### config.mk
export PLATFORM = sky130hd
export DESIGN_NAME = lca_top
export DESIGN_NICKNAME = d
export VERILOG_FILES = /design/src/lca_pkg.sv /design/src/lca_top.sv
export SDC_FILE = /design/constraint.sdc
export NUM_CORES = 1
export LEC_CHECK = 0
export ABC_AREA = 1
export BUFFER_PORTS_ARGS = -buffer_cell sky130_fd_sc_hd__clkbuf_2
export CORE_UTILIZATION = 45
export CTS_CLUSTER_DIAMETER = 60
export DETAILED_ROUTE_END_ITERATION = 8
export PLACE_DENSITY = 0.69
export SLEW_MARGIN = 20
export SYNTH_ARGS = -nofsm -noshare
export SYNTH_HDL_FRONTEND = slang
export SYNTH_SLANG_ARGS = --single-unit
### constraint.sdc
create_clock -name sys_clk_in -period 4.8 [get_ports sys_clk_in]
set_input_delay 0.24 -clock sys_clk_in [delete_from_list [all_inputs] [get_ports sys_clk_in]]
set_output_delay 0.24 -clock sys_clk_in [all_outputs]
set_load 0.1 [all_outputs]
### src/lca_pkg.sv
// Purpose: constants and types for the crossing alert control
// Assumes: 20 MHz system clock
// Notes: sensor and radio levels arrive from outside and are synchronised
package lca_pkg;
	localparam int unsigned CLK_HZ = 20000000;
	// Transmit delay in milliseconds, as specified
	localparam int unsigned TX_DELAY_MS = 1500;
	localparam int unsigned TX_DELAY_CYC = (CLK_HZ / 1000) * TX_DELAY_MS;
	localparam int unsigned MIN_TRAIN_LEN_M = 10;
	localparam int LEN_W = 8;
	localparam int CUT_W = 32;
	localparam int DLY_W = 32;
	typedef enum logic [3:0] {
		LCA_IDLE = 4'h1,
		LCA_QUAL = 4'h2,
		LCA_WAIT = 4'h4,
		LCA_SEND = 4'h8
	} lca_det_t;
	typedef enum logic [2:0] {
		LCA_READY = 3'h1,
		LCA_WARN = 3'h2,
		LCA_HOLD = 3'h4
	} lca_ctl_t;
endpackage : lca_pkg

### src/lca_top.sv
// Purpose: detection, transmit delay and central warning control of a crossing alert
// Assumes: confirmation and far-side report arrive as levels from the radio receiver
// Notes: the warning ends on far-side report or cutoff expiry, whichever comes first
`timescale 1ns/100ps
module lca_top #(
	parameter int unsigned TX_DELAY_CYCLES = lca_pkg::TX_DELAY_CYC
) (
	// Clock and reset
	input wire logic sys_clk_in,
	input wire logic rst_n_in,
	// Sensors
	input wire logic track_active_in,
	input wire logic sound_is_train_in,
	input wire logic motion_in,
	input wire logic [lca_pkg::LEN_W-1:0] length_m_in,
	// Radio link
	output logic tx_key_out,
	input wire logic confirm_in,
	input wire logic far_report_in,
	// User setting
	input wire logic [lca_pkg::CUT_W-1:0] cutoff_cycles_in,
	// Warning outputs, side A and side B
	output logic flash_a_out,
	output logic flash_b_out,
	output logic buzzer_a_out,
	output logic buzzer_b_out,
	output logic scroll_a_out,
	output logic scroll_b_out,
	output logic timer_run_out
);
	localparam logic [lca_pkg::DLY_W-1:0] DLY_LAST = lca_pkg::DLY_W'(TX_DELAY_CYCLES - 1);
	localparam logic [lca_pkg::LEN_W-1:0] MIN_LEN = lca_pkg::LEN_W'(lca_pkg::MIN_TRAIN_LEN_M);
	localparam logic [lca_pkg::CUT_W-1:0] CUT_ONE = lca_pkg::CUT_W'(1);
	localparam logic [lca_pkg::DLY_W-1:0] DLY_ONE = lca_pkg::DLY_W'(1);
	localparam logic [lca_pkg::CUT_W-1:0] CUT_ZERO = '0;
	localparam logic [lca_pkg::DLY_W-1:0] DLY_ZERO = '0;

	// Two-stage synchronisers for every external level except rst_n_in, which is used directly
	logic [4:0] s1_reg;
	logic [4:0] s2_reg;
	logic [lca_pkg::LEN_W-1:0] l1_reg;
	logic [lca_pkg::LEN_W-1:0] l2_reg;
	// Cutoff setting is static; changing it as a warning starts may load a torn value
	logic [lca_pkg::CUT_W-1:0] c1_reg;
	logic [lca_pkg::CUT_W-1:0] c2_reg;
	always_ff @(posedge sys_clk_in) begin
		if (!rst_n_in) begin
			s1_reg <= '0;
			s2_reg <= '0;
			l1_reg <= '0;
			l2_reg <= '0;
			c1_reg <= CUT_ZERO;
			c2_reg <= CUT_ZERO;
		end else begin
			s1_reg <= {far_report_in, confirm_in, motion_in, sound_is_train_in, track_active_in};
			s2_reg <= s1_reg;
			l1_reg <= length_m_in;
			l2_reg <= l1_reg;
			c1_reg <= cutoff_cycles_in;
			c2_reg <= c1_reg;
		end
	end
	logic track_s, sound_s, motion_s, confirm_s, far_s;
	assign track_s = s2_reg[0];
	assign sound_s = s2_reg[1];
	assign motion_s = s2_reg[2];
	assign confirm_s = s2_reg[3];
	assign far_s = s2_reg[4];

	logic qualify;
	assign qualify = sound_s && motion_s && (l2_reg >= MIN_LEN);

	lca_pkg::lca_det_t det_reg;
	logic [lca_pkg::DLY_W-1:0] dly_reg;
	always_ff @(posedge sys_clk_in) begin
		if (!rst_n_in) begin
			det_reg <= lca_pkg::LCA_IDLE;
			dly_reg <= DLY_ZERO;
		end else begin
			case (det_reg)
				lca_pkg::LCA_IDLE: begin
					if (track_s) begin
						det_reg <= lca_pkg::LCA_QUAL;
					end
				end
				lca_pkg::LCA_QUAL: begin
					dly_reg <= DLY_ZERO;
					if (!track_s) begin
						det_reg <= lca_pkg::LCA_IDLE;
					end else if (qualify) begin
						det_reg <= lca_pkg::LCA_WAIT;
					end
				end
				lca_pkg::LCA_WAIT: begin
					if (!qualify) begin
						det_reg <= lca_pkg::LCA_QUAL;
					end else if (dly_reg == DLY_LAST) begin
						det_reg <= lca_pkg::LCA_SEND;
					end else begin
						dly_reg <= dly_reg + DLY_ONE;
					end
				end
				lca_pkg::LCA_SEND: begin
					if (confirm_s) begin
						det_reg <= lca_pkg::LCA_IDLE;
					end
				end
				default: det_reg <= lca_pkg::LCA_IDLE;
			endcase
		end
	end
	assign tx_key_out = (det_reg == lca_pkg::LCA_SEND);

	lca_pkg::lca_ctl_t ctl_reg;
	logic [lca_pkg::CUT_W-1:0] cut_reg;
	logic warn_reg;
	always_ff @(posedge sys_clk_in) begin
		if (!rst_n_in) begin
			ctl_reg <= lca_pkg::LCA_READY;
			cut_reg <= CUT_ZERO;
			warn_reg <= 1'b0;
		end else begin
			case (ctl_reg)
				lca_pkg::LCA_READY: begin
					if (confirm_s) begin
						ctl_reg <= lca_pkg::LCA_WARN;
						cut_reg <= c2_reg;
						warn_reg <= 1'b1;
					end
				end
				// end on far report or expiry
				lca_pkg::LCA_WARN: begin
					if (far_s || cut_reg <= CUT_ONE) begin
						ctl_reg <= lca_pkg::LCA_HOLD;
						warn_reg <= 1'b0;
						cut_reg <= CUT_ZERO;
					end else begin
						cut_reg <= cut_reg - CUT_ONE;
					end
				end
				// Wait for confirm to drop so one message gives one warning
				lca_pkg::LCA_HOLD: begin
					if (!confirm_s) begin
						ctl_reg <= lca_pkg::LCA_READY;
					end
				end
				default: ctl_reg <= lca_pkg::LCA_READY;
			endcase
		end
	end

	assign flash_a_out = warn_reg;
	assign flash_b_out = warn_reg;
	assign buzzer_a_out = warn_reg;
	assign buzzer_b_out = warn_reg;
	assign scroll_a_out = warn_reg;
	assign scroll_b_out = warn_reg;
	assign timer_run_out = (ctl_reg == lca_pkg::LCA_WARN);
endmodule : lca_top

Yosys cells after proc, flatten, opt, wreduce, memory -nomap -nowiden
Cells that the tools add are included.
- bits of input ports: 47
- flip-flop bits (word level): 162
- eq/ne operators: 17
- $lt $le $gt $ge: 2
- mux-type cells: 20
- add/subtract/negate cells: 2
- reductions and logical operators: 10
- operator list (kind ; number):
    2-to-1 mux 32 bit ; 4
    one-hot mux 32 bit (2 select lines) ; 2
    adder 32 x 1 -> 32 bit, second input constant ; 1
    equality test 32 x 25 -> 1 bit, second input constant ; 1
    less-or-equal comparator 32 x 1 -> 1 bit, second input constant ; 1
    subtractor 32 x 1 -> 32 bit, second input constant ; 1
    2-to-1 mux 4 bit ; 6
    one-hot mux 4 bit (4 select lines) ; 1
    inequality test 2 bit, second input constant ; 5
    2-to-1 mux 3 bit ; 3
    one-hot mux 3 bit (3 select lines) ; 1
    AND reduction 3 bit ; 3
    greater-or-equal comparator 8 x 4 -> 1 bit, second input constant ; 1
    inequality test 3 bit, second input constant ; 2
    equality test 4 x 1 -> 1 bit, second input constant ; 1
    equality test 4 x 2 -> 1 bit, second input constant ; 1
    equality test 4 x 3 -> 1 bit, second input constant ; 1
    equality test 4 bit, second input constant ; 1
    inequality test 2 x 1 -> 1 bit, second input constant ; 2
    AND reduction 4 bit ; 1
    nonzero test 2 bit ; 2
    equality test 3 x 1 -> 1 bit, second input constant ; 1
    equality test 3 x 2 -> 1 bit, second input constant ; 1
    equality test 3 bit, second input constant ; 1
    5 further kinds ; 7

Logic depth before layout (Yosys ltp)
Gate-level depths: netlist of the first run.
- depth in word-level cells: 5
- gate-level depth with buffers: 13
- gate-level depth less buffers: 12

Worst setup path after synthesis of the first run
No wires, ideal clock.
- path kind: reg-to-reg
- start: register det_reg[0]
- end: register det_reg[1]
- path slack: 1511 ps
- cell stages (with the launch flop): 11
- clock period less this slack: 3289 ps
- data arrival time: 3179 ps
- setup time: 110 ps
- buffers on the path: 0
- cells stage by stage: dfxtp_1 nor2_2 inv_1 nor3_1 nand2_1 nand2_1 inv_1 nand3_1 nand2_1 inv_1 nor2_1
- word-level cells in the longest chain between the ends: 3
- elaborated cells on any way between the ends: 10
- classes of those cells: eq/ne (8); mux (1); reduce/logical (1)
- RTL lines (what ; line ; source):
    start, declared ; lca_top.sv:73 ; lca_pkg::lca_det_t det_reg;
    start signal, assigned ; lca_top.sv:77 ; det_reg <= lca_pkg::LCA_IDLE;
    start signal, assigned ; lca_top.sv:83 ; det_reg <= lca_pkg::LCA_QUAL;
    start signal, assigned ; lca_top.sv:89 ; det_reg <= lca_pkg::LCA_IDLE;
    equality test 4 bit (*) ; -- ;
    named net tx_key_out ; lca_top.sv:17 ; output logic tx_key_out,
    inequality test 2 x 1 -> 1 bit (no line) ; -- ;
    AND reduction 4 bit (no line) ; -- ;
Mark *: on every way through the listed nets, which the timed path passes. The rest lies on a longest branch.
A chain may end at the register's enable or synchronous reset.

Worst setup path after layout of the first run
- start: register det_reg[0]
- end: register dly_reg[29] in the netlist's numbering
- word-level cells in the longest chain between the ends: 3
- elaborated cells on any way between the ends: 7
- classes of those cells: eq/ne (4); mux (1); reduce/logical (2)
- RTL lines (what ; line ; source):
    equality test 4 x 3 -> 1 bit or equality test 4 x 2 -> 1 bit (tied branches) ; lca_top.sv:80 ; case (det_reg)
    inequality test 2 bit (no line) or nonzero test 2 bit (tied branches) ; -- ;
    AND reduction 3 bit (no line) ; -- ;
    end signal, assigned ; lca_top.sv:100 ; dly_reg <= dly_reg + DLY_ONE;
    end, declared ; lca_top.sv:74 ; logic [lca_pkg::DLY_W-1:0] dly_reg;
Parallel ways exist; a longest one is shown, timed or not.

==> flow_summary.json, run 1 <==
{
  "status": "complete, no violations",
  "p_total_mw": 3.272,
  "drive_above_1_share_pct": 8.826,
  "htree_levels": 4,
  "drtPass1Iterations": 5,
  "clkPwrFrac_pct": 42.1,
  "met2WireLength_um": 8264,
  "synthTopCellsByArea": "dfxtp_1 (43%), nand2_1 (16%), nor2_1 (9.4%)",
  "worst-setup-path-type": "register to register",
  "synth-xor-area-share_pct": 2.678,
  "rows": 46,
  "viasPerCell": 4.775,
  "finalWorstSetupSlack_ns": 2.192,
  "crit_path_start_kind": "register",
  "pin_count": 55,
  "fillCellCount": 1586,
  "port_buffers": 53,
  "syn-num-nets": 1199,
  "arrival_ns": 2.96,
  "initial_core_util_pct": 46.68,
  "drv_cap": 0,
  "end_kind": "register",
  "dr.first_iter.drc_count": 410,
  "ys_ff_latch": 160,
  "clkSlewWorstSetupHoldPaths_ns": 0.07,
  "synth_cell_type_count": 32,
  "insertion_delay_ns": 0.43,
  "clock_sinks": 160,
  "grt_overflow_total": 0,
  "grt_antenna_before_repair": 0,
  "post-cts-setup-buffer-count": 0,
  "die-area_mm2": 0.01724,
  "postRouteAntennaNets": 0,
  "cts_buffer_depth": 2,
  "routed_wl_um": 17570,
  "combPwrFrac_pct": 14.3,
  "pre_cts_slack_ns": 2.203,
  "numCtsBuffers": 17,
  "grt_usage_pct": 21.46,
  "avgSynthCellArea_um2": 6.548,
  "dp_hpwl_um": 11970,
  "highest_layer": "met4",
  "switching_power_uw": 967.8,
  "intPower_mw": 2.304,
  "syn_area_mm2": 0.007523,
  "synth_top_area_cell": "dfxtp_1",
  "vias": 6929,
  "synthMuxAreaShare_pct": 0,
  "die_w_um": 131.3,
  "cts_tree": "done",
  "syn2layout_area_growth_pct": 17.88,
  "cellLeakagePower_nw": 4.251,
  "fin_cells": 1451,
  "hold_class": "input port to register",
  "ys_seq_area_share_pct": 42.57,
  "grt_first_pass_wirelength_um": 30280,
  "synth_top_area_share_pct": 42.57,
  "wl_met3_um": 617,
  "critPathMaxFanout": 38,
  "period_share_pct": 54.33,
  "drc": 0,
  "synth_top_family_by_area": "simple AND/OR/NAND/NOR gates",
  "hold_viol": 0,
  "num_antenna_cells": 0,
  "finalNetCount": 1272,
  "fin_tns_setup_ns": 0,
  "timing.final.max_slew_violations": 0,
  "regArea_mm2": 0.003203,
  "grt_max_degree": 78,
  "p_seq_share_pct": 43.5,
  "max_slew_margin_pct": 38.74,
  "core_area_mm2": 0.01612,
  "wl_met1_um": 8289,
  "grt_pass1_vias": 6592,
  "fin_crit_ns": 2.608,
  "synth_compound_area_share_pct": 8.798,
  "yosys.area_share.simple_pct": 33.76,
  "multi_input_area_mm2": 0.003441,
  "yosysWarnings": 0,
  "setup_viol": 0,
  "peakVddDrop_mv": 0.3110,
  "synthCells": 1149,
  "swShare_pct": 29.58,
  "drt-wirelength-per-cell_um": 12.11,
  "worst_pin_slew_ns": 0.9179,
  "rsz0062_at_grt": "false",
  "gp_congestion": 0.9481,
  "placed_cells": 1380,
  "max_freq_mhz": 383.5,
  "synth_fa_ha_area_share_pct": 0.4989,
  "worstPathRequired_ns": 5.15,
  "fin_skew_ns": 0.01584,
  "power_density_mw_per_mm2": 368.9,
  "die_h_um": 131.3,
  "clockRootBuffer": "clkbuf_16"
}
==> cell usage after synthesis <==
cell type  instances
nor3_1             7
o31ai_1            1
nor3_2             1
o21ai_0           72
inv_2              3
o21ai_1            3
xnor2_1           12
nor3_4             1
xor2_1            11
inv_4              1
nand2_2            3
a21oi_1           53
o21bai_1           1
nor4_1             1
or2_2              3
nand4_1           17
nand3_2            2
nor2_2             6
buf_6              5
nor2b_1            1
ha_1               3
buf_4              7
nor2_1           188
inv_1            171
nand2_1          311
nand2_8            1
and2_1             1
nand3_1           73
buf_2              2
dfxtp_1          160
clkbuf_1          27
o22ai_1            1
==> cell type report <==
| class | instances | area share (%) |
|---|---|---|
| inverters | 175 | 7.435 |
| clock inverters | 15 | 2.130 |
| multi-input cells | 773 | 38.80 |
| clock buffers | 17 | 4.797 |
| repair buffers | 95 | 7.675 |
| well taps | 216 | 3.047 |
| flip-flops and latches | 160 | 36.12 |
==> final timing paths <==
path                                              start                  endpoint  slack, ns  cells after the start
worst max-delay path            det_reg[0]$_SDFFE_PN1P_  dly_reg[29]$_SDFFE_PN0P_       2.19                      7
worst min-delay path               cutoff_cycles_in[11]     c1_reg[11]$_SDFF_PN0_      0.006                      3
worst max register to register  det_reg[0]$_SDFFE_PN1P_  dly_reg[29]$_SDFFE_PN0P_       2.19                      7
worst min register to register     l1_reg[4]$_SDFF_PN0_      l2_reg[4]$_SDFF_PN0_       0.41                      2
==> through the flow <==
step	utilization, %	hold slack [ns]	instance area (µm²)
2_1_floorplan	-	0.3376	7523
3_3_place_gp	48.80	0.3928	7864
3_5_place_dp	48.80	0.3968	7864
4_1_cts	55.03	0.003075	8869
5_1_grt	55.03	0.01439	8869
6_report	55.03	0.005610	8869
==> power by group through the flow <==
stage	sequential, mW	clock (mW)	combinational, mW
6_report	1.42	1.38	0.469
5_1_grt	1.43	1.47	0.536
4_1_cts	1.42	1.40	0.467
3_5_place_dp	1.45	0	0.440
3_3_place_gp	1.45	0	0.436
2_1_floorplan	1.45	0	0.339
==> cells by family after synthesis <==
family | after synthesis
AND/OR/NAND/NOR | 616
adder cells (fa/ha/maj) | 3
XOR/XNOR | 23
buffers and inverters | 216
AO/OA/AOI/OAI | 131
flip-flops | 160
==> worst max-delay path, cell delays in order (launching register included) <==
cell and delay, ns:
dfxtp_1 0.33, nor2_2 0.14, nand3_2 0.36, nor2_2 0.34
nand2_2 0.49, nand2_1 0.63, nand2_1 0.11, a21oi_1 0.14
==> layout by cell type, fill, tap and decap left out, types with 5 or more instances in the layout <==
| cell type | count |
|---|---|
| o21ai_0 | 72 |
| clkbuf_16 | 17 |
| inv_1 | 171 |
| a21oi_1 | 53 |
| xor2_1 | 11 |
| nor2_2 | 6 |
| inv_8 | 5 |
| dlygate4sd3_1 | 39 |
| xnor2_1 | 12 |
| dfxtp_1 | 160 |
| clkbuf_2 | 52 |
| nand4_1 | 17 |
| nand2_1 | 311 |
| nor2_1 | 188 |
| nor3_1 | 7 |
| nand3_1 | 73 |
==> metal layers <==
metal  vias to the layer above  GRT usage [%]
met2                       151          36.35
li1                       3686              -
met5                         -              0
met1                      3062          26.76
met4                         0          9.238
met3                        30          3.704
==> what timing repair did <==
action	4_1_cts	5_1_grt
hold buffers	39	0
endpoints found under the setup margin	0	0
hold endpoints to repair	39	0
resized for setup	0	0
No activity file was read; power rests on OpenSTA's default activity.
==> run 2: changes to the inputs <==
Settings changed: ABC_AREA 1 to 0, PLACE_DENSITY 0.69 to 0.72.
Clock period 4.8 ns to 2.2 ns, I/O delays scaled along.
==> flow_summary.json, run 2 <==
{
  "period_share_pct": 99.35,
  "regArea_mm2": 0.003208,
  "final_cell_mix": "dfxtp_1 (156), and2_1 (93), buf_4 (78)",
  "arrival_ns": 2.51,
  "cts_buffer_depth": 2,
  "cts_tree": "done",
  "dp_hpwl_um": 10680,
  "clkSlewWorstSetupHoldPaths_ns": 0.07,
  "cellLeakagePower_nw": 3.523,
  "ys_ff_latch": 160,
  "drive_above_1_share_pct": 25.71,
  "syn_area_mm2": 0.006499,
  "drt-wirelength-per-cell_um": 15.57,
  "finalNetCount": 920,
  "synthTopCellsByArea": "dfxtp_1 (49%), and2_1 (9.0%), nor2_1 (3.0%)",
  "synth_top_area_share_pct": 49.29,
  "core_area_mm2": 0.01399,
  "rsz0062_at_grt": "true",
  "grt_usage_pct": 22.96,
  "dr.first_iter.drc_count": 550,
  "ys_seq_area_share_pct": 49.29,
  "pin_count": 55,
  "power_density_mw_per_mm2": 773.5,
  "htree_levels": 4,
  "worst-setup-path-type": "register to register",
  "worst_pin_slew_ns": 0.5379,
  "multi_input_area_mm2": 0.003297,
  "routed_wl_um": 16550,
  "drtPass1Iterations": 5,
  "synth_ff_type": "dfxtp_1",
  "synthArstFlopShare_pct": 0,
  "syn-num-nets": 767,
  "hold_class": "input port to register",
  "drv_cap": 0,
  "vias": 5926,
  "die_h_um": 122.2,
  "grt_first_pass_wirelength_um": 26650,
  "avgSynthCellArea_um2": 9.064,
  "die-area_mm2": 0.01493,
  "drc": 0,
  "numCtsBuffers": 17,
  "clockRootBuffer": "clkbuf_16",
  "grt_pass1_vias": 5550,
  "finalWorstSetupSlack_ns": 0.01430,
  "setup_viol": 0,
  "pre_cts_slack_ns": -0.08590,
  "synth_cell_type_count": 63,
  "fin_crit_ns": 2.186,
  "fillCellCount": 1128,
  "num_antenna_cells": 0,
  "insertion_delay_ns": 0.43,
  "peakVddDrop_mv": 0.9040,
  "fin_skew_ns": 0.01242,
  "hold_viol": 0,
  "max_slew_margin_pct": 64.29,
  "yosysMostFrequentCell": "dfxtp_1",
  "postRouteAntennaNets": 0,
  "die_w_um": 122.2,
  "utilization_pct": 62.72,
  "rows": 43,
  "crit_path_start_kind": "register",
  "synth_common_cells": "dfxtp_1 (160), and2_1 (93), nor2_1 (52), nand2_1 (46), clkbuf_1 (36)",
  "end_kind": "register",
  "timing.final.max_slew_violations": 0,
  "port_buffers": 53,
  "worstPathRequired_ns": 2.52,
  "max_freq_mhz": 457.5,
  "synth_top_area_cell": "dfxtp_1",
  "p_total_mw": 6.786,
  "synthCells": 717,
  "initial_core_util_pct": 46.46,
  "synth-edff-count": 0,
  "grt_max_degree": 114,
  "viasPerCell": 5.575,
  "yosysWarnings": 0,
  "syn2layout_area_growth_pct": 35.00,
  "final_common_cell": "dfxtp_1",
  "critPathMaxFanout": 7,
  "grt_overflow_total": 0,
  "clock_sinks": 160,
  "gp_congestion": 0.9153,
  "grt_antenna_before_repair": 0,
  "status": "complete, no violations"
}
[run 2: logic make-up (layout without fill, tap and decap cells)]
group	after synthesis	count (layout)	synth area share (%)
adders and majority gates	3	3	0.5777
buffers and inverters	57	223	3.908
and+or+nand+nor	349	349	30.11
AOI/OAI and AO/OA	123	123	12.71
muxes	2	2	0.3081
xor gates and xnor gates	23	23	3.100
DFF	160	160	49.29
[run 2: critical path, cell delays in order, from the launching register on]
cell and delay (ns):
dfxtp_2 0.32, or3_4 0.38, or3_4 0.35, nor4_4 0.26, buf_4 0.18, nand2b_4 0.20, o21ai_0 0.12, a32o_1 0.27
[run 2: path summary, 6_finish.rpt]
path | start | slack [ns] | endpoint | cells after the start
worst max-delay path | cut_reg[23]$_SDFFE_PN0P_ | 0.01 | cut_reg[5]$_SDFFE_PN0P_ | 7
worst min-delay path | rst_n_in | 0.14 | ctl_reg[0]$_SDFFE_PN1P_ | 3
worst min register to register | l1_reg[4]$_SDFF_PN0_ | 0.43 | l2_reg[4]$_SDFF_PN0_ | 1
worst max register to register | cut_reg[23]$_SDFFE_PN0P_ | 0.01 | cut_reg[5]$_SDFFE_PN0P_ | 7
[run 2: area by class of cell]
class	instances	area share, %
Multi-Input combinational cell	500	37.58
Sequential cell	160	36.57
Timing Repair Buffer	183	16.02
Clock buffer	17	4.849
Tap cell	180	2.567
Clock inverter	15	2.039
Inverter	8	0.3851
[run 2: stage by stage]
stage / hold slack (ns) / instance area (µm²) / instances / TNS, ns
floorplan: 0.2373 / 6540 / 717 / -0.1362
global placement: 0.3145 / 7417 / 978 / -0.02592
detailed placement: 0.3184 / 7417 / 978 / -0.4046
CTS: 0.1572 / 8523 / 1056 / 0
global route: 0.1892 / 8773 / 1063 / -0.1275
finish: 0.1401 / 8773 / 1063 / 0
[run 2: repair_timing]
action,in CTS,in global routing
hold buffers,44,0
pin swaps,7,13
endpoints found under the hold margin,44,0
setup endpoints to repair,18,33
resized for setup,12,48
buffers inserted,2,7
[run 2: power by group]
part / internal (mW) / switching (mW)
Sequential: 2.98 / 0.0352
Clock: 1.71 / 1.28
Combinational: 0.376 / 0.405
[run 2: routing by layer]
| layer | GRT usage (%) | share of wire, % | up-vias |
|---|---|---|---|
| li1 | - | - | 2866 |
| met3 | 5.243 | 5.5 | 35 |
| met1 | 28.37 | 44 | 2814 |
| met5 | 0 | 0 | - |
| met2 | 38.10 | 49 | 211 |
| met4 | 10.06 | 2.2 | 0 |
